`src/rtl/ums_regs.vh`:
```
// Register offsets, fields and reset values of the serial line block
`ifndef UMS_REGS_VH
`define UMS_REGS_VH

// ****************************************************************
// Register offsets
// ****************************************************************
`define UMS_OFF_MODE      12'h000
`define UMS_OFF_CMD       12'h004
`define UMS_OFF_STATUS    12'h008
`define UMS_OFF_TXHOLD    12'h00c
`define UMS_OFF_RXHOLD    12'h010
`define UMS_OFF_DIVISOR   12'h014

// ****************************************************************
// Mode register fields
// ****************************************************************
`define UMS_MODE_FAC_LO   0
`define UMS_MODE_FAC_HI   1
`define UMS_MODE_TXEXT    2
`define UMS_MODE_RXEXT    3
`define UMS_FAC_1X        2'h0
`define UMS_FAC_16X       2'h1
`define UMS_FAC_64X       2'h2

// ****************************************************************
// Command register fields
// ****************************************************************
`define UMS_CMD_TXEN      0
`define UMS_CMD_DTR       1
`define UMS_CMD_RXEN      2
`define UMS_CMD_BREAK     3
`define UMS_CMD_RTS       5

// ****************************************************************
// Status register fields
// ****************************************************************
`define UMS_ST_TXRDY      0
`define UMS_ST_RXRDY      1
`define UMS_ST_TXEMT      2
`define UMS_ST_FRAME      3
`define UMS_ST_OVERRUN    4
`define UMS_ST_CARRIER    6
`define UMS_ST_DATASET    7

// ****************************************************************
// Reset values and timing
// ****************************************************************
`define UMS_RST_MODE      8'h00
`define UMS_RST_CMD       8'h00
`define UMS_RST_DIVISOR   16'h0010
`define UMS_CHAR_BITS     4'ha

`endif

```
`src/rtl/ums_sync.v`:
```
// Two-stage synchroniser for inputs from outside the system clock
`timescale 1ns/1ps

module ums_sync #(
	parameter WIDTH = 1
) (
	// Clock and reset
	input  wire             clk_i,
	input  wire             rst_n_i,
	// Data
	input  wire [WIDTH-1:0] async_i,
	output wire [WIDTH-1:0] sync_o
);

	reg [WIDTH-1:0] meta_r;
	reg [WIDTH-1:0] sync_r;

	// First stage feeds only the second stage
	always @(posedge clk_i or negedge rst_n_i) begin
		if (!rst_n_i) begin
			meta_r <= {WIDTH{1'b1}};
			sync_r <= {WIDTH{1'b1}};
		end else begin
			meta_r <= async_i;
			sync_r <= meta_r;
		end
	end

	assign sync_o = sync_r;

endmodule // ums_sync

```
`src/rtl/ums_brg.v`:
```
// Baud generator: divides reference clock edges into a 1x bit clock
`timescale 1ns/1ps

module ums_brg (
	// Clock and reset
	input  wire        clk_i,
	input  wire        rst_n_i,
	// Control
	input  wire        run_i,
	input  wire [15:0] half_div_i,
	input  wire        ref_lvl_i,
	// Bit clock
	output wire        bit_clk_o
);

	reg        ref_prev_r;
	reg [15:0] cnt_r;
	reg        clk_r;

	// Idle when unused so the reference may be absent
	always @(posedge clk_i or negedge rst_n_i) begin
		if (!rst_n_i) begin
			ref_prev_r <= 1'b0;
			cnt_r      <= 16'h0000;
			clk_r      <= 1'b1;
		end else begin
			ref_prev_r <= ref_lvl_i;
			if (!run_i) begin
				cnt_r <= 16'h0000;
				clk_r <= 1'b1;
			end else if (ref_lvl_i && !ref_prev_r) begin
				if (cnt_r >= half_div_i - 16'h0001) begin
					cnt_r <= 16'h0000;
					clk_r <= ~clk_r;
				end else begin
					cnt_r <= cnt_r + 16'h0001;
				end
			end
		end
	end

	assign bit_clk_o = clk_r;

endmodule // ums_brg

```
`src/rtl/ums_top.v`:
```
// Serial line pins, modem handshakes and their APB registers
//
// Summary of operation
// External transmit clock at 1x, 16x, 64x
// Transmit data changes on falling clock edges
// Internal transmit clock driven out at 1x
// External receive clock at 1x, 16x, 64x
// Receive data sampled on rising clock edges
// Internal receive clock driven out at 1x
// Receive line high is mark, low space
// Transmit high mark, low space, idle mark
// Receiver works only while carrier input low
// Carrier status bit is inverted carrier input
// Carrier change pulls line-change output low
// Transmitter starts only while clear-to-send low
// Clear-to-send rising lets current character finish
// Data-set status bit is inverted input
// Data-set change pulls line-change output low
// Request-to-send output is inverted command bit
// Terminal-ready output is inverted command bit
// System supplies reference clock for standard rates
// Reference clock unused when both clocks external
// Status read releases output unless transmitter empty
// Handshake outputs follow command within one cycle
//
// Local design decisions: the APB register port and the register offsets.
`timescale 1ns/1ps
`include "ums_regs.vh"

module ums_top #(
	parameter [15:0] DIV_RESET = `UMS_RST_DIVISOR
) (
	// Clock and reset
	input  wire        clk_sys_i,
	input  wire        rst_b_i,
	// APB slave
	input  wire        psel_i,
	input  wire        penable_i,
	input  wire        pwrite_i,
	input  wire [11:0] paddr_i,
	input  wire [31:0] pwdata_i,
	output reg  [31:0] prdata_o,
	output wire        pready_o,
	output wire        pslverr_o,
	// Serial data
	input  wire        rx_data_i,
	output wire        tx_data_o,
	// Bit clock pins
	input  wire        transmit_bit_clock_pin_i,
	output wire        transmit_bit_clock_pin_o,
	output wire        transmit_bit_clock_pin_oe_o,
	input  wire        receive_bit_clock_pin_i,
	output wire        receive_bit_clock_pin_o,
	output wire        receive_bit_clock_pin_oe_o,
	input  wire        baud_reference_clock_i,
	// Modem handshakes
	input  wire        carrier_detect_b_i,
	input  wire        clear_to_send_b_i,
	input  wire        data_set_ready_b_i,
	output wire        request_to_send_b_o,
	output wire        terminal_ready_b_o,
	output wire        tx_empty_or_line_change_b_o
);

	// ****************************************************************
	// States and helpers
	// ****************************************************************
	localparam [3:0] RX_IDLE  = 4'h1;
	localparam [3:0] RX_START = 4'h2;
	localparam [3:0] RX_DATA  = 4'h4;
	localparam [3:0] RX_BRK   = 4'h8;
	localparam [1:0] TX_IDLE  = 2'h1;
	localparam [1:0] TX_SHIFT = 2'h2;

	function [6:0] fac_count;
		input [1:0] fac;
		begin
			case (fac)
				`UMS_FAC_16X: fac_count = 7'h10;
				`UMS_FAC_64X: fac_count = 7'h40;
				default:      fac_count = 7'h01;
			endcase
		end
	endfunction

	// ****************************************************************
	// Reset release
	// ****************************************************************
	reg  [1:0] rst_pipe_r;
	wire       rst_n;

	always @(posedge clk_sys_i or negedge rst_b_i) begin
		if (!rst_b_i) begin
			rst_pipe_r <= 2'h0;
		end else begin
			rst_pipe_r <= {rst_pipe_r[0], 1'b1};
		end
	end
	assign rst_n = rst_pipe_r[1];

	// ****************************************************************
	// Pin synchronisers
	// ****************************************************************
	wire [6:0] pin_s;

	ums_sync #(
		.WIDTH (7)
	) u_sync (
		.clk_i   (clk_sys_i),
		.rst_n_i (rst_n),
		.async_i ({baud_reference_clock_i, receive_bit_clock_pin_i,
			transmit_bit_clock_pin_i, data_set_ready_b_i,
			clear_to_send_b_i, carrier_detect_b_i, rx_data_i}),
		.sync_o  (pin_s)
	);

	wire rxd_s = pin_s[0];
	wire dcd_s = pin_s[1];
	wire cts_s = pin_s[2];
	wire dsr_s = pin_s[3];
	wire txc_s = pin_s[4];
	wire rxc_s = pin_s[5];
	wire ref_s = pin_s[6];

	// ****************************************************************
	// Registers
	// ****************************************************************
	reg  [7:0]  mode_r;
	reg  [7:0]  cmd_r;
	reg  [15:0] div_r;
	reg  [7:0]  thr_r;
	reg         thr_full_r;
	reg  [7:0]  rhr_r;
	reg         rxrdy_r;
	reg         frame_r;
	reg         overrun_r;
	reg         txemt_r;
	reg         change_r;
	reg         dcd_prev_r;
	reg         dsr_prev_r;
	reg  [2:0]  chg_arm_r;

	wire wr_en = psel_i & penable_i & pwrite_i;
	wire rd_en = psel_i & penable_i & ~pwrite_i;
	wire st_rd = rd_en && (paddr_i == `UMS_OFF_STATUS);
	wire rh_rd = rd_en && (paddr_i == `UMS_OFF_RXHOLD);
	wire th_wr = wr_en && (paddr_i == `UMS_OFF_TXHOLD);
	wire hit   = (paddr_i == `UMS_OFF_MODE) ||
		(paddr_i == `UMS_OFF_CMD) || (paddr_i == `UMS_OFF_STATUS) ||
		(paddr_i == `UMS_OFF_TXHOLD) || (paddr_i == `UMS_OFF_RXHOLD) ||
		(paddr_i == `UMS_OFF_DIVISOR);

	assign pready_o  = 1'b1;
	assign pslverr_o = psel_i & penable_i & ~hit;

	wire tx_ext = mode_r[`UMS_MODE_TXEXT];
	wire rx_ext = mode_r[`UMS_MODE_RXEXT];
	wire tx_en  = cmd_r[`UMS_CMD_TXEN];
	wire rx_en  = cmd_r[`UMS_CMD_RXEN];
	wire [6:0] fac_n = fac_count(mode_r[`UMS_MODE_FAC_HI:`UMS_MODE_FAC_LO]);

	// ****************************************************************
	// Internal bit clock
	// ****************************************************************
	wire int_clk;

	ums_brg u_brg (
		.clk_i      (clk_sys_i),
		.rst_n_i    (rst_n),
		.run_i      (~(tx_ext & rx_ext)), // see R18 //
		.half_div_i (div_r),
		.ref_lvl_i  (ref_s),
		.bit_clk_o  (int_clk)
	);

	assign transmit_bit_clock_pin_o    = int_clk;
	assign transmit_bit_clock_pin_oe_o = ~tx_ext;
	assign receive_bit_clock_pin_o     = int_clk;
	assign receive_bit_clock_pin_oe_o  = ~rx_ext;

	// Internal clocks are already 1x, external ones divide by factor
	wire [6:0] tx_n = tx_ext ? fac_n : 7'h01;
	wire [6:0] rx_n = rx_ext ? fac_n : 7'h01;
	wire tx_lvl = tx_ext ? txc_s : int_clk;
	wire rx_lvl = rx_ext ? rxc_s : int_clk;
	reg  tx_lvl_prev_r;
	reg  rx_lvl_prev_r;
	wire tx_edge = ~tx_lvl & tx_lvl_prev_r;
	wire rx_edge = rx_lvl & ~rx_lvl_prev_r;

	// ****************************************************************
	// Transmitter
	// ****************************************************************
	reg [1:0] tx_st_r;
	reg [6:0] tx_pre_r;
	reg [3:0] tx_bits_r;
	reg [9:0] tx_sh_r;
	reg       txd_r;
	reg       tx_load;
	reg       tx_done;

	wire tx_ok = tx_en & ~cts_s & thr_full_r;

	always @(posedge clk_sys_i or negedge rst_n) begin
		if (!rst_n) begin
			tx_lvl_prev_r <= 1'b1;
			tx_st_r       <= TX_IDLE;
			tx_pre_r      <= 7'h00;
			tx_bits_r     <= 4'h0;
			tx_sh_r       <= 10'h3ff;
			txd_r         <= 1'b1;
			tx_load       <= 1'b0;
			tx_done       <= 1'b0;
		end else begin
			tx_lvl_prev_r <= tx_lvl;
			tx_load       <= 1'b0;
			tx_done       <= 1'b0;
			if (tx_edge) begin
				if (tx_pre_r != 7'h00) begin
					tx_pre_r <= tx_pre_r - 7'h01;
				end else begin
					tx_pre_r <= tx_n - 7'h01;
					case (tx_st_r)
						TX_IDLE: begin
							if (tx_ok) begin
								txd_r     <= 1'b0;
								tx_sh_r   <= {1'b1, thr_r, 1'b0};
								tx_bits_r <= `UMS_CHAR_BITS - 4'h1;
								tx_load   <= 1'b1;
								tx_st_r   <= TX_SHIFT;
							end else begin
								txd_r <= 1'b1;
							end
						end
						TX_SHIFT: begin
							// Character finishes even if CTS has risen
							if (tx_bits_r != 4'h0) begin
								txd_r     <= tx_sh_r[1];
								tx_sh_r   <= {1'b1, tx_sh_r[9:1]};
								tx_bits_r <= tx_bits_r - 4'h1;
							end else if (tx_ok) begin
								txd_r     <= 1'b0;
								tx_sh_r   <= {1'b1, thr_r, 1'b0};
								tx_bits_r <= `UMS_CHAR_BITS - 4'h1;
								tx_load   <= 1'b1;
							end else begin
								txd_r   <= 1'b1;
								tx_done <= 1'b1;
								tx_st_r <= TX_IDLE;
							end
						end
						default: begin
							txd_r   <= 1'b1;
							tx_st_r <= TX_IDLE;
						end
					endcase
				end
			end
		end
	end

	// Break forces space while transmit is enabled; mark otherwise when disabled and idle
	assign tx_data_o = txd_r & ~(cmd_r[`UMS_CMD_BREAK] & tx_en);

	// ****************************************************************
	// Receiver
	// ****************************************************************
	reg [3:0] rx_st_r;
	reg [6:0] rx_cnt_r;
	reg [3:0] rx_bits_r;
	reg [7:0] rx_sh_r;
	reg       rx_put;
	reg       rx_ferr;

	wire rx_ok = rx_en & ~dcd_s;

	always @(posedge clk_sys_i or negedge rst_n) begin
		if (!rst_n) begin
			rx_lvl_prev_r <= 1'b1;
			rx_st_r       <= RX_IDLE;
			rx_cnt_r      <= 7'h00;
			rx_bits_r     <= 4'h0;
			rx_sh_r       <= 8'h00;
			rx_put        <= 1'b0;
			rx_ferr       <= 1'b0;
		end else begin
			rx_lvl_prev_r <= rx_lvl;
			rx_put        <= 1'b0;
			rx_ferr       <= 1'b0;
			if (!rx_ok) begin
				rx_st_r <= RX_IDLE;
			end else if (rx_edge) begin
				case (rx_st_r)
					RX_IDLE: begin
						// Low is space, so a low sample is a start bit
						if (!rxd_s) begin
							rx_bits_r <= 4'h0;
							if (rx_n == 7'h01) begin
								rx_cnt_r <= 7'h00;
								rx_st_r  <= RX_DATA;
							end else begin
								rx_cnt_r <= (rx_n >> 1) - 7'h02;
								rx_st_r  <= RX_START;
							end
						end
					end
					RX_START: begin
						if (rx_cnt_r != 7'h00) begin
							rx_cnt_r <= rx_cnt_r - 7'h01;
						end else if (!rxd_s) begin
							rx_cnt_r <= rx_n - 7'h01;
							rx_st_r  <= RX_DATA;
						end else begin
							rx_st_r <= RX_IDLE;
						end
					end
					RX_DATA: begin
						if (rx_cnt_r != 7'h00) begin
							rx_cnt_r <= rx_cnt_r - 7'h01;
						end else begin
							rx_cnt_r <= rx_n - 7'h01;
							if (rx_bits_r == `UMS_CHAR_BITS - 4'h2) begin
								rx_put  <= 1'b1;
								rx_ferr <= ~rxd_s;
								rx_st_r <= rxd_s ? RX_IDLE : RX_BRK;
							end else begin
								rx_sh_r   <= {rxd_s, rx_sh_r[7:1]};
								rx_bits_r <= rx_bits_r + 4'h1;
							end
						end
					end
					RX_BRK: begin
						// Line must return to mark before next start
						if (rxd_s) begin
							rx_st_r <= RX_IDLE;
						end
					end
					default: rx_st_r <= RX_IDLE;
				endcase
			end
		end
	end

	// ****************************************************************
	// Register writes and status flags
	// ****************************************************************
	// Masked until the synchronisers hold real pin levels, no false change
	wire line_chg = chg_arm_r[2] &
		((dcd_s ^ dcd_prev_r) | (dsr_s ^ dsr_prev_r));

	always @(posedge clk_sys_i or negedge rst_n) begin
		if (!rst_n) begin
			mode_r     <= `UMS_RST_MODE;
			cmd_r      <= `UMS_RST_CMD;
			div_r      <= DIV_RESET;
			thr_r      <= 8'h00;
			thr_full_r <= 1'b0;
			rhr_r      <= 8'h00;
			rxrdy_r    <= 1'b0;
			frame_r    <= 1'b0;
			overrun_r  <= 1'b0;
			txemt_r    <= 1'b0;
			change_r   <= 1'b0;
			dcd_prev_r <= 1'b1;
			dsr_prev_r <= 1'b1;
			chg_arm_r  <= 3'h0;
		end else begin
			chg_arm_r  <= {chg_arm_r[1:0], 1'b1};
			dcd_prev_r <= dcd_s;
			dsr_prev_r <= dsr_s;
			if (wr_en && paddr_i == `UMS_OFF_MODE) begin
				mode_r <= pwdata_i[7:0];
			end
			if (wr_en && paddr_i == `UMS_OFF_CMD) begin
				cmd_r <= pwdata_i[7:0];
			end
			if (wr_en && paddr_i == `UMS_OFF_DIVISOR) begin
				div_r <= (pwdata_i[15:0] == 16'h0000) ? 16'h0001 :
					pwdata_i[15:0];
			end
			// Hardware sets win over software clears
			if (th_wr) begin
				thr_r      <= pwdata_i[7:0];
				thr_full_r <= 1'b1;
				txemt_r    <= 1'b0;
			end else if (tx_load) begin
				thr_full_r <= 1'b0;
			end
			if (tx_done) begin
				txemt_r <= 1'b1;
			end
			if (line_chg) begin
				change_r <= 1'b1; // see R11 //
			end else if (st_rd) begin
				change_r <= 1'b0;
			end
			if (rx_put) begin
				rhr_r     <= rx_sh_r;
				rxrdy_r   <= 1'b1;
				frame_r   <= rx_ferr;
				overrun_r <= rxrdy_r & ~rh_rd;
			end else if (rh_rd) begin
				rxrdy_r <= 1'b0;
			end
		end
	end

	// ****************************************************************
	// Read mux and modem outputs
	// ****************************************************************
	always @* begin
		prdata_o = 32'h00000000;
		case (paddr_i)
			`UMS_OFF_MODE:    prdata_o[7:0]  = mode_r;
			`UMS_OFF_CMD:     prdata_o[7:0]  = cmd_r;
			`UMS_OFF_TXHOLD:  prdata_o[7:0]  = thr_r;
			`UMS_OFF_RXHOLD:  prdata_o[7:0]  = rhr_r;
			`UMS_OFF_DIVISOR: prdata_o[15:0] = div_r;
			`UMS_OFF_STATUS: begin
				prdata_o[`UMS_ST_TXRDY]   = ~thr_full_r & tx_en;
				prdata_o[`UMS_ST_RXRDY]   = rxrdy_r;
				prdata_o[`UMS_ST_TXEMT]   = txemt_r | change_r;
				prdata_o[`UMS_ST_FRAME]   = frame_r;
				prdata_o[`UMS_ST_OVERRUN] = overrun_r;
				prdata_o[`UMS_ST_CARRIER] = ~dcd_s;
				prdata_o[`UMS_ST_DATASET] = ~dsr_s;
			end
			default: prdata_o = 32'h00000000;
		endcase
	end

	assign request_to_send_b_o = ~cmd_r[`UMS_CMD_RTS];
	assign terminal_ready_b_o  = ~cmd_r[`UMS_CMD_DTR];
	assign tx_empty_or_line_change_b_o = ~(txemt_r | change_r);

endmodule // ums_top

```
`config.mk`:
```
export PLATFORM = sky130hd
export DESIGN_NAME = ums_top
export DESIGN_NICKNAME = d
export VERILOG_FILES = /design/src/rtl/ums_sync.v /design/src/rtl/ums_brg.v /design/src/rtl/ums_top.v
export VERILOG_INCLUDE_DIRS = /design/src /design/src/rtl
export SDC_FILE = /design/constraint.sdc
export NUM_CORES = 1
export LEC_CHECK = 0
export BUFFER_PORTS_ARGS = -buffer_cell sky130_fd_sc_hd__buf_4
export CORE_ASPECT_RATIO = 1.2
export CORE_MARGIN = 5
export CORE_UTILIZATION = 45
export DETAILED_ROUTE_END_ITERATION = 10
export GPL_ROUTABILITY_DRIVEN = 0
export HOLD_SLACK_MARGIN = 0.08
export PLACE_DENSITY = 0.65
export RECOVER_POWER = 50
export SKIP_LAST_GASP = 1
export SYNTH_ARGS = -nofsm -noshare
export SYNTH_HDL_FRONTEND = slang
export SYNTH_SLANG_ARGS = --single-unit
```
`constraint.sdc`:
```
create_clock -name clk_sys_i -period 4.8 [get_ports clk_sys_i]
set_input_delay 0.96 -clock clk_sys_i [delete_from_list [all_inputs] [get_ports clk_sys_i]]
set_output_delay 0.96 -clock clk_sys_i [all_outputs]
set_load 0.01 [all_outputs]
```
; ---- Word level (Yosys, flattened, before mapping)
; Index checks and enable logic that the tools add are counted.
[word_totals]
inputBits = 56
register_bits = 146
output_inout_bits = 42
[op_classes]
mux = 78
n_lt_le_gt_ge = 1
n_reduce_logical = 35
n_addsub = 9
eq_ne = 28
n_bitwise = 39
[ops]
columns = cell, count
row1 = 2-to-1 mux 16 bit, 4
row2 = 2-to-1 mux 7 bit, 8
row3 = 2-to-1 mux 4 bit, 13
row4 = 2-to-1 mux 1 bit, 33
row5 = one-hot mux 5 bit (6 select lines), 1
row6 = "subtractor 7 x 1 -> 7 bit, second input constant", 4
row7 = "equality test 12 x 4 -> 1 bit, second input constant", 2
row8 = "equality test 12 x 5 -> 1 bit, second input constant", 2
row9 = one-hot mux 7 bit (3 select lines), 1
row10 = 2-to-1 mux 10 bit, 2
row11 = inverter 1 bit, 20
row12 = one-hot mux 10 bit (2 select lines), 1
row13 = "adder 16 x 1 -> 16 bit, second input constant", 1
row14 = >= comparator 16 bit, 1
row15 = logical NOT 16 bit, 1
row16 = one-hot mux 4 bit (2 select lines), 2
row17 = one-hot mux 4 bit (4 select lines), 1
row18 = nonzero test 2 bit, 8
row19 = "subtractor 16 x 1 -> 16 bit, second input constant", 1
row20 = bitwise AND 1 bit, 15
row21 = "!= test 3 bit, second input constant", 5
row22 = AND reduction 5 bit, 3
row23 = "!= test 2 bit, second input constant", 7
row24 = one-hot mux 7 bit (2 select lines), 1
row25 = 31 further kinds, 53

; ---- Depth between registers and ports, before layout
; Gate-level depths: netlist (run 1).
[logic_depth]
word_depth = 9
depth_mapped = 14
mapped_depth_nobuf = 13

; ---- Cells and area by module
; From an unflattened synthesis (run 1), not the netlist that was laid out.
[hier_totals]
cells_unflattened = 758
hier_area_um2 = 7815.0
[by_module_without_submodules]
columns = module, cells_each, n_inst, area_each_um2
row1 = ums_top, 563, 1, 5885.6
row2 = ums_brg, 181, 1, 1561.5
row3 = ums_sync, 14, 1, 367.9

; ---- Worst setup path before layout (run 1)
; OpenSTA, ideal clock, no wires.
[synth_path]
path_kind = register to register
startpoint = reg div_r[0]
endpoint = reg u_brg.cnt_r[10]
arrival_ns = 3.372
synth_period_minus_slack_ns = 3.504
path_stages_with_launch = 15
setup_slack_ns = 1.296
required_ns = 4.668
n_path_buf = 1
path_cell_list = dfrtp_1 -> inv_1 -> ha_1 -> or4b_1 -> nor4_1 -> nand2_1 -> nor4_1 -> xnor2_1 -> ha_1 -> nand4_1 -> nor4_1 -> a22oi_1 -> a21oi_1 -> clkbuf_1 -> nor2_1
[synth_between]
elab_chain_cells = 5
[synth_rtl]
columns = element, line_no
row1 = "start, declared", ums_top.v:130  ; reg [15:0] div_r;
row2 = "start signal, assigned", ums_top.v:378  ; div_r <= (pwdata_i[15:0] == 16'h0000) ? 16'h0001 :
row3 = subtractor 16 x 1 -> 16 bit, ums_brg.v:32  ; if (cnt_r >= half_div_i - 16'h0001) begin
row4 = >= comparator 16 bit, ums_brg.v:32
row5 = 2-to-1 mux 16 bit, ums_brg.v:32
row6 = 2-to-1 mux 16 bit, ums_brg.v:31  ; end else if (ref_lvl_i && !ref_prev_r) begin
row7 = 2-to-1 mux 16 bit, ums_brg.v:28  ; if (!run_i) begin
row8 = "end signal, assigned", ums_brg.v:36  ; cnt_r <= cnt_r + 16'h0001;
row9 = "end, declared", ums_brg.v:17  ; reg [15:0] cnt_r;
; No other way between the ends. The select of a mux whose other input is x is not followed.
; A chain may end at the register's enable or synchronous reset.

; ---- Worst setup path after layout (run 1)
[layout_path]
startpoint = in paddr_i[9]
endpoint = out prdata_o[3]
[layout_between]
elab_chain_cells = 2
word_cells_on_any_way = 7
[layout_rtl]
columns = element, line_no
row1 = "start, declared", ums_top.v:40  ; input wire [11:0] paddr_i,
row2 = "equality test 12 x 4 -> 1 bit, or another cell as far along", ums_top.v:413  ; case (paddr_i)
row3 = one-hot mux 5 bit (6 select lines) *, ums_top.v:413
row4 = "end, declared", ums_top.v:42  ; output reg [31:0] prdata_o,
; Mark *: on every way between the ends. The rest lies on a longest branch, timed or not.

==> qor.csv, run 1 <==
metric;value;unit
status;complete, but fails checks;
failing checks;capacitance limit, slew limit;
metal2 WL;9030;um
remaining antenna violation count;0;
Worst Setup Start Kind;input pin;
Clk Tree Root Cell;clkbuf_16;
R2R depth;14;
Yosys cell types;69;
Seq/Total Area, Yosys;48.6;%
EDFF count, synth;0;
Final setup viols;0;
Die Y;152;um
Overflow after GRT;0;
critical path's top delay family;simple AND/OR/NAND/NOR gates;
Bufs and invs on worst path;2;
area delta synth->final;16.6;%
DP Cell Count;975;
Hold Buf Count CTS;0;
# clock sinks;145;
static leakage;4.10;nW
clk slew on worst S/H paths;0.06;ns
Final Core Density;53.8;%
DP HPWL;13100;um
RSZ-0062 raised after global routing;false;
Setup Crit Path Kind;in2out;
DR pass1 iterations;5;
Highest Signal Layer;met4;
htree depth;4;
Mapped Cells;719;
FF-to-FF setup slack;0.85;ns
CP required;3.84;ns
Reg-to-Reg Start;div_r[0]$_DFFE_PN0P_;
TNS Setup;0;ns
drt via density;5.73;
first-pass GRT wire length;29600;um
Crit Reg-Reg Endpoint;u_brg.bit_clk_o$_DFFE_PN1P_;
crit path max fanout;12;
wl on met1;7240;um
Post-Layout Cell Count;1007;
Slowest Stage Delay on Critical Path;0.61;ns
worst-path cell chain;buf_4 -> or4_1 -> or2_1 -> nor3_2 -> a22oi_1 -> o21ai_0 -> buf_4;
Max Transition Viols Final;51;
DRT iter0 DRCs;396;
Worst Skew;0.00979;ns
clock buffer depth;2;
Routed WL;17700;um
Filler cells;1435;
Post-synth ARST share;100;%
Hold WC Path Type;in2async;
Vias;5769;
pin count of the biggest net entering global routing;52;
Tot Pwr;2.97;mW
Critical Path Slowest Stage Cell;or4_1;
initial antenna violation count;0;
worst slew pin tran;2.02;ns
metal3 WL;931;um
mapped cell area;7540;um2
Most common cell on crit path;buf_4;
fmax;249;MHz
Arr. time, crit path;3.06;ns
TritonCTS buffer count;17;
Die X;128;um
PortBufs;64;
Main synth FF type;dfrtp_1;
DIE AREA;19500;um2
PwrDens;338;nW/um2
number of synthesized register bits;145;
fin nets;866;
share of layout cells above drive strength 1;21.5;%
Clk Latency, worst-skew pair;0.43;ns
Initial Utilization;46.2;%
Fin. Hold Viols;0;
wire per inst;17.6;um
max_cap viols;1;
Row Count;51;
Post-CTS Setup Bufs;0;
core area;16300;um2
synthesized area per cell;10.5;um2
Tcrit/Tclk final;83.8;%
Hold WS;0.313;ns
min cycle time layout;4.02;ns
CTS tree;yes;
vias in the first global route;6000;
Peak VDD IR;0.000217;V
GRT Util Overall;18.8;%
Synthesis Warnings;0;
# resized after CTS;0;
ANT cells;0;
DRC viols;0;
crit end category;output pin;
Slew HR;-34.3;%
# IOs;98;
-- sequential cells by signal, summed over array words and instances, names as in the netlist, 2 cells and up --
name and count:
rx_st_r 4, thr_r 8, u_sync.meta_r 7, rx_sh_r 8, tx_pre_r 7, mode_r 8, tx_st_r 2, u_brg.cnt_r 16
div_r 16, rx_cnt_r 7, rx_bits_r 4, chg_arm_r 3, u_sync.sync_o 7, rst_pipe_r 2, rhr_r 8, tx_sh_r 9
cmd_r 8, tx_bits_r 4
-- worst max-delay path by stage --
stage          depth (start not counted)                     endpoint                     from  slack (ns)
5_1_grt                               14  u_brg.bit_clk_o$_DFFE_PN1P_     div_r[0]$_DFFE_PN0P_        0.51
4_1_cts                                7                  prdata_o[3]               paddr_i[9]        0.79
3_3_place_gp                           7                  prdata_o[3]               paddr_i[9]        0.83
3_5_place_dp                           7                  prdata_o[3]               paddr_i[9]        0.79
6_report                               7                  prdata_o[3]               paddr_i[9]        0.78
2_1_floorplan                          0         change_r$_DFFE_PN0P_  rst_pipe_r[1]$_DFF_PN0_        0.52
-- cell families after synthesis --
family          after synthesis  synth area share [%]
fa+ha+maj                    28                  4.65
mux                          64                  9.44
xor+xnor                     36                  4.18
buf+inv                      72                  4.66
flops                       145                  48.6
compound gates              140                  12.3
other cells                   2                0.0996
simple gates                232                  16.1
-- cell usage in the layout, fill, tap and decap left out, drive strengths merged, types with 4 or more instances in the layout --
cell type / count
nor2: 52
o22ai: 11
nand2b: 8
nor3b: 4
a21o: 5
inv: 35
dfrtp: 113
xor2: 18
ha: 28
a22oi: 11
o21ai: 36
nor3: 24
mux2: 57
bufinv: 5
nor4: 12
xnor2: 18
or2: 4
a22o: 9
a31oi: 4
dfstp: 32
a211oi: 5
mux2i: 7
and3: 4
or4b: 4
nand4: 10
and2: 10
nand3: 15
or3: 10
clkbuf: 27
conb: 19
buf: 58
a41oi: 5
nand2: 61
a21oi: 29
-- routing by layer --
metal / GRT usage (%) / vias up
met5: 0 / -
met4: 7.68 / 0
met3: 4.73 / 39
met2: 31.6 / 171
met1: 22.8 / 2876
li1: - / 2683
-- synthesized netlist by cell type, types with 17 or more instances --
cell type  count  area share [%]
buf_4         18             1.8
inv_1         31             1.5
xnor2_1       18             2.1
clkbuf_1      17            0.85
a21oi_1       28             1.9
dfstp_2       32              11
mux2_1        25             3.7
mux2_2        32             4.8
o21ai_0       34             2.3
dfrtp_1      113              37
ha_1          28             4.6
nand2_1       61             3.0
nor2_1        52             2.6
xor2_1        18             2.1
nor3_1        23             1.5
-- area by class of cell --
cell class | count | area (um2) | share of cell area, %
clock buffer | 17 | 425 | 4.84
clock inverter | 15 | 230 | 2.62
inverter | 31 | 116 | 1.32
multi-input combinational | 519 | 3580 | 40.8
sequential | 145 | 3670 | 41.7
tap | 212 | 265 | 3.02
timing repair buffer | 68 | 502 | 5.71
-- where the power goes --
group / leakage (nW) / switching, mW / total [mW] / internal, mW
Clock: 0.311 / 0.537 / 1.47 / 0.929
Combinational: 1.95 / 0.101 / 0.176 / 0.0744
Sequential: 1.83 / 0.0595 / 1.33 / 1.27
-- metrics by stage --
| stage | cell area, um2 | setup slack [ns] |
|---|---|---|
| 5_1_grt | 8790 | 0.509 |
| 3_5_place_dp | 8150 | 0.794 |
| 3_3_place_gp | 8150 | 0.830 |
| 2_1_floorplan | 7600 | 0.517 |
| 6_report | 8790 | 0.779 |
| 4_1_cts | 8800 | 0.787 |
Power figures use the tool's default switching activity.
==> run 2, diff against run 1 <==
==> constraint.sdc (replaced) <==
create_clock -name clk_sys_i -period 3.7 [get_ports clk_sys_i]
set_input_delay 0.74 -clock clk_sys_i [delete_from_list [all_inputs] [get_ports clk_sys_i]]
set_output_delay 0.74 -clock clk_sys_i [all_outputs]
set_load 0.01 [all_outputs]
==> qor.csv, run 2 (synthesized netlist as in run 1, its figures left out) <==
metric;value;unit
status;complete, but fails checks;
Most common cell on crit path;nor4_2;
wire per inst;17.9;um
dpl ws;0.0610;ns
worst-path cell chain;inv_1 -> ha_1 -> or4b_1 -> nor4_2 -> nand2_1 -> nor4_2 -> xnor2_1 -> ha_1 -> nand4_1 -> nor4_2 -> a22oi_1 -> a21oi_2 -> mux2_2;
Tot Pwr;3.70;mW
Slowest Stage Delay on Critical Path;0.50;ns
fin nets;877;
ANT cells;0;
Die X;128;um
area delta synth->final;17.3;%
Peak VDD IR;0.000297;V
Clk Latency, worst-skew pair;0.43;ns
CTS tree;yes;
hold path depth;0;
TritonCTS buffer count;17;
Worst Setup Start Kind;register;
Overflow after GRT;0;
DRT iter0 DRCs;321;
critical path's top delay family;simple AND/OR/NAND/NOR gates;
Hold WS;0.350;ns
Vias;5832;
most frequent cells in the layout;dfrtp_1 (113), buf_4 (66), nand2_1 (61);
DRC viols;0;
R2R depth;13;
Hold WC Path Type;reg2reg;
Final Core Density;54.1;%
PwrDens;419;nW/um2
DP Area;8220;um2
Final setup viols;0;
Setup Crit Path Kind;reg2reg;
worst slew pin tran;2.33;ns
Row Count;51;
max_cap viols;1;
DR pass1 iterations;5;
remaining antenna violation count;0;
initial antenna violation count;0;
Largest regs;div_r x16, u_brg.cnt_r x16, tx_sh_r x9;
Initial Utilization;46.2;%
# clock sinks;145;
Slew HR;-55.4;%
FF-to-FF setup slack;0.18;ns
share of layout cells above drive strength 1;22.7;%
commonest non-fill, non-tap cell in the layout;dfrtp_1;
pin count of the biggest net entering global routing;61;
vias in the first global route;5915;
design area;8840;um2
Tcrit/Tclk final;95.1;%
Post-CTS Setup Bufs;0;
final worst setup slack;0.182;ns
Die Y;152;um
crit path max fanout;5;
CP required;4.06;ns
GRT Util Overall;19.0;%
drt via density;5.73;
Levels on crit path;13;
fmax;284;MHz
Bufs and invs on worst path;1;
DIE AREA;19500;um2
Max Transition Viols Final;61;
DP Cell Count;985;
# IOs;98;
PortBufs;64;
DP HPWL;13400;um
static leakage;4.13;nW
Post-Layout Cell Count;1018;
Routed WL;18200;um
TNS Setup;0;ns
Critical Path Slowest Stage Cell;or4b_1;
clk slew on worst S/H paths;0.06;ns
clock buffer depth;2;
Fin. Hold Viols;0;
min cycle time layout;3.52;ns
first-pass GRT wire length;29700;um
crit end category;register;
htree depth;4;
failing checks;capacitance limit, slew limit;
Arr. time, crit path;3.87;ns
Worst Skew;0.00921;ns
core area;16300;um2
Clk Tree Root Cell;clkbuf_16;
## run 2: final cells by class
class                      instances  area, um2
clock buffer                      17        425
clock inverter                    15        180
fill                            1419       7490
inverter                          31        116
multi-input combinational        519       3610
sequential                       145       3670
tap                              212        265
timing repair buffer              79        579
## run 2: repair_timing
item | CTS | global route
resized for setup | 0 | 4
endpoints found under the setup margin | 0 | 16
hold buffers | 1 | 0
hold endpoints to repair | 2 | 0
## run 2: final timing paths
kind	startpoint	end
worst max-delay path	div_r[0]$_DFFE_PN0P_	u_brg.bit_clk_o$_DFFE_PN1P_
worst min-delay path	rst_pipe_r[0]$_DFF_PN0_	rst_pipe_r[1]$_DFF_PN0_
worst max register to register	div_r[0]$_DFFE_PN0P_	u_brg.bit_clk_o$_DFFE_PN1P_
worst min register to register	rst_pipe_r[0]$_DFF_PN0_	rst_pipe_r[1]$_DFF_PN0_
max in group asynchronous	rst_pipe_r[1]$_DFF_PN0_	div_r[7]$_DFFE_PN0P_
min in group asynchronous	rst_b_i	rst_pipe_r[0]$_DFF_PN0_
## run 2: worst reg2reg max path, delay by kind of cell, from the launching register on
kind | cells | cell delay, ns
fa+ha+maj | 2 | 0.50
buf+inv | 1 | 0.09
compound gates | 2 | 0.40
xor+xnor | 1 | 0.12
mux | 1 | 0.35
flops | 1 | 0.41
simple gates | 6 | 1.60
## run 2: power breakdown
group	internal, mW	leakage [nW]	total [mW]	switching, mW
logic	0.0985	2.00	0.231	0.133
clock network	1.02	0.296	1.74	0.728
registers	1.65	1.83	1.73	0.0784
total	2.76	4.13	3.70	0.939
## run 2: layer usage
metal / part of all wire, % / vias up / track usage (%)
met5: 0 / - / 0
met4: 2.8 / 0 / 7.53
met3: 5.4 / 35 / 4.31
met2: 51 / 192 / 32.6
met1: 41 / 2895 / 22.8
li1: - / 2710 / -
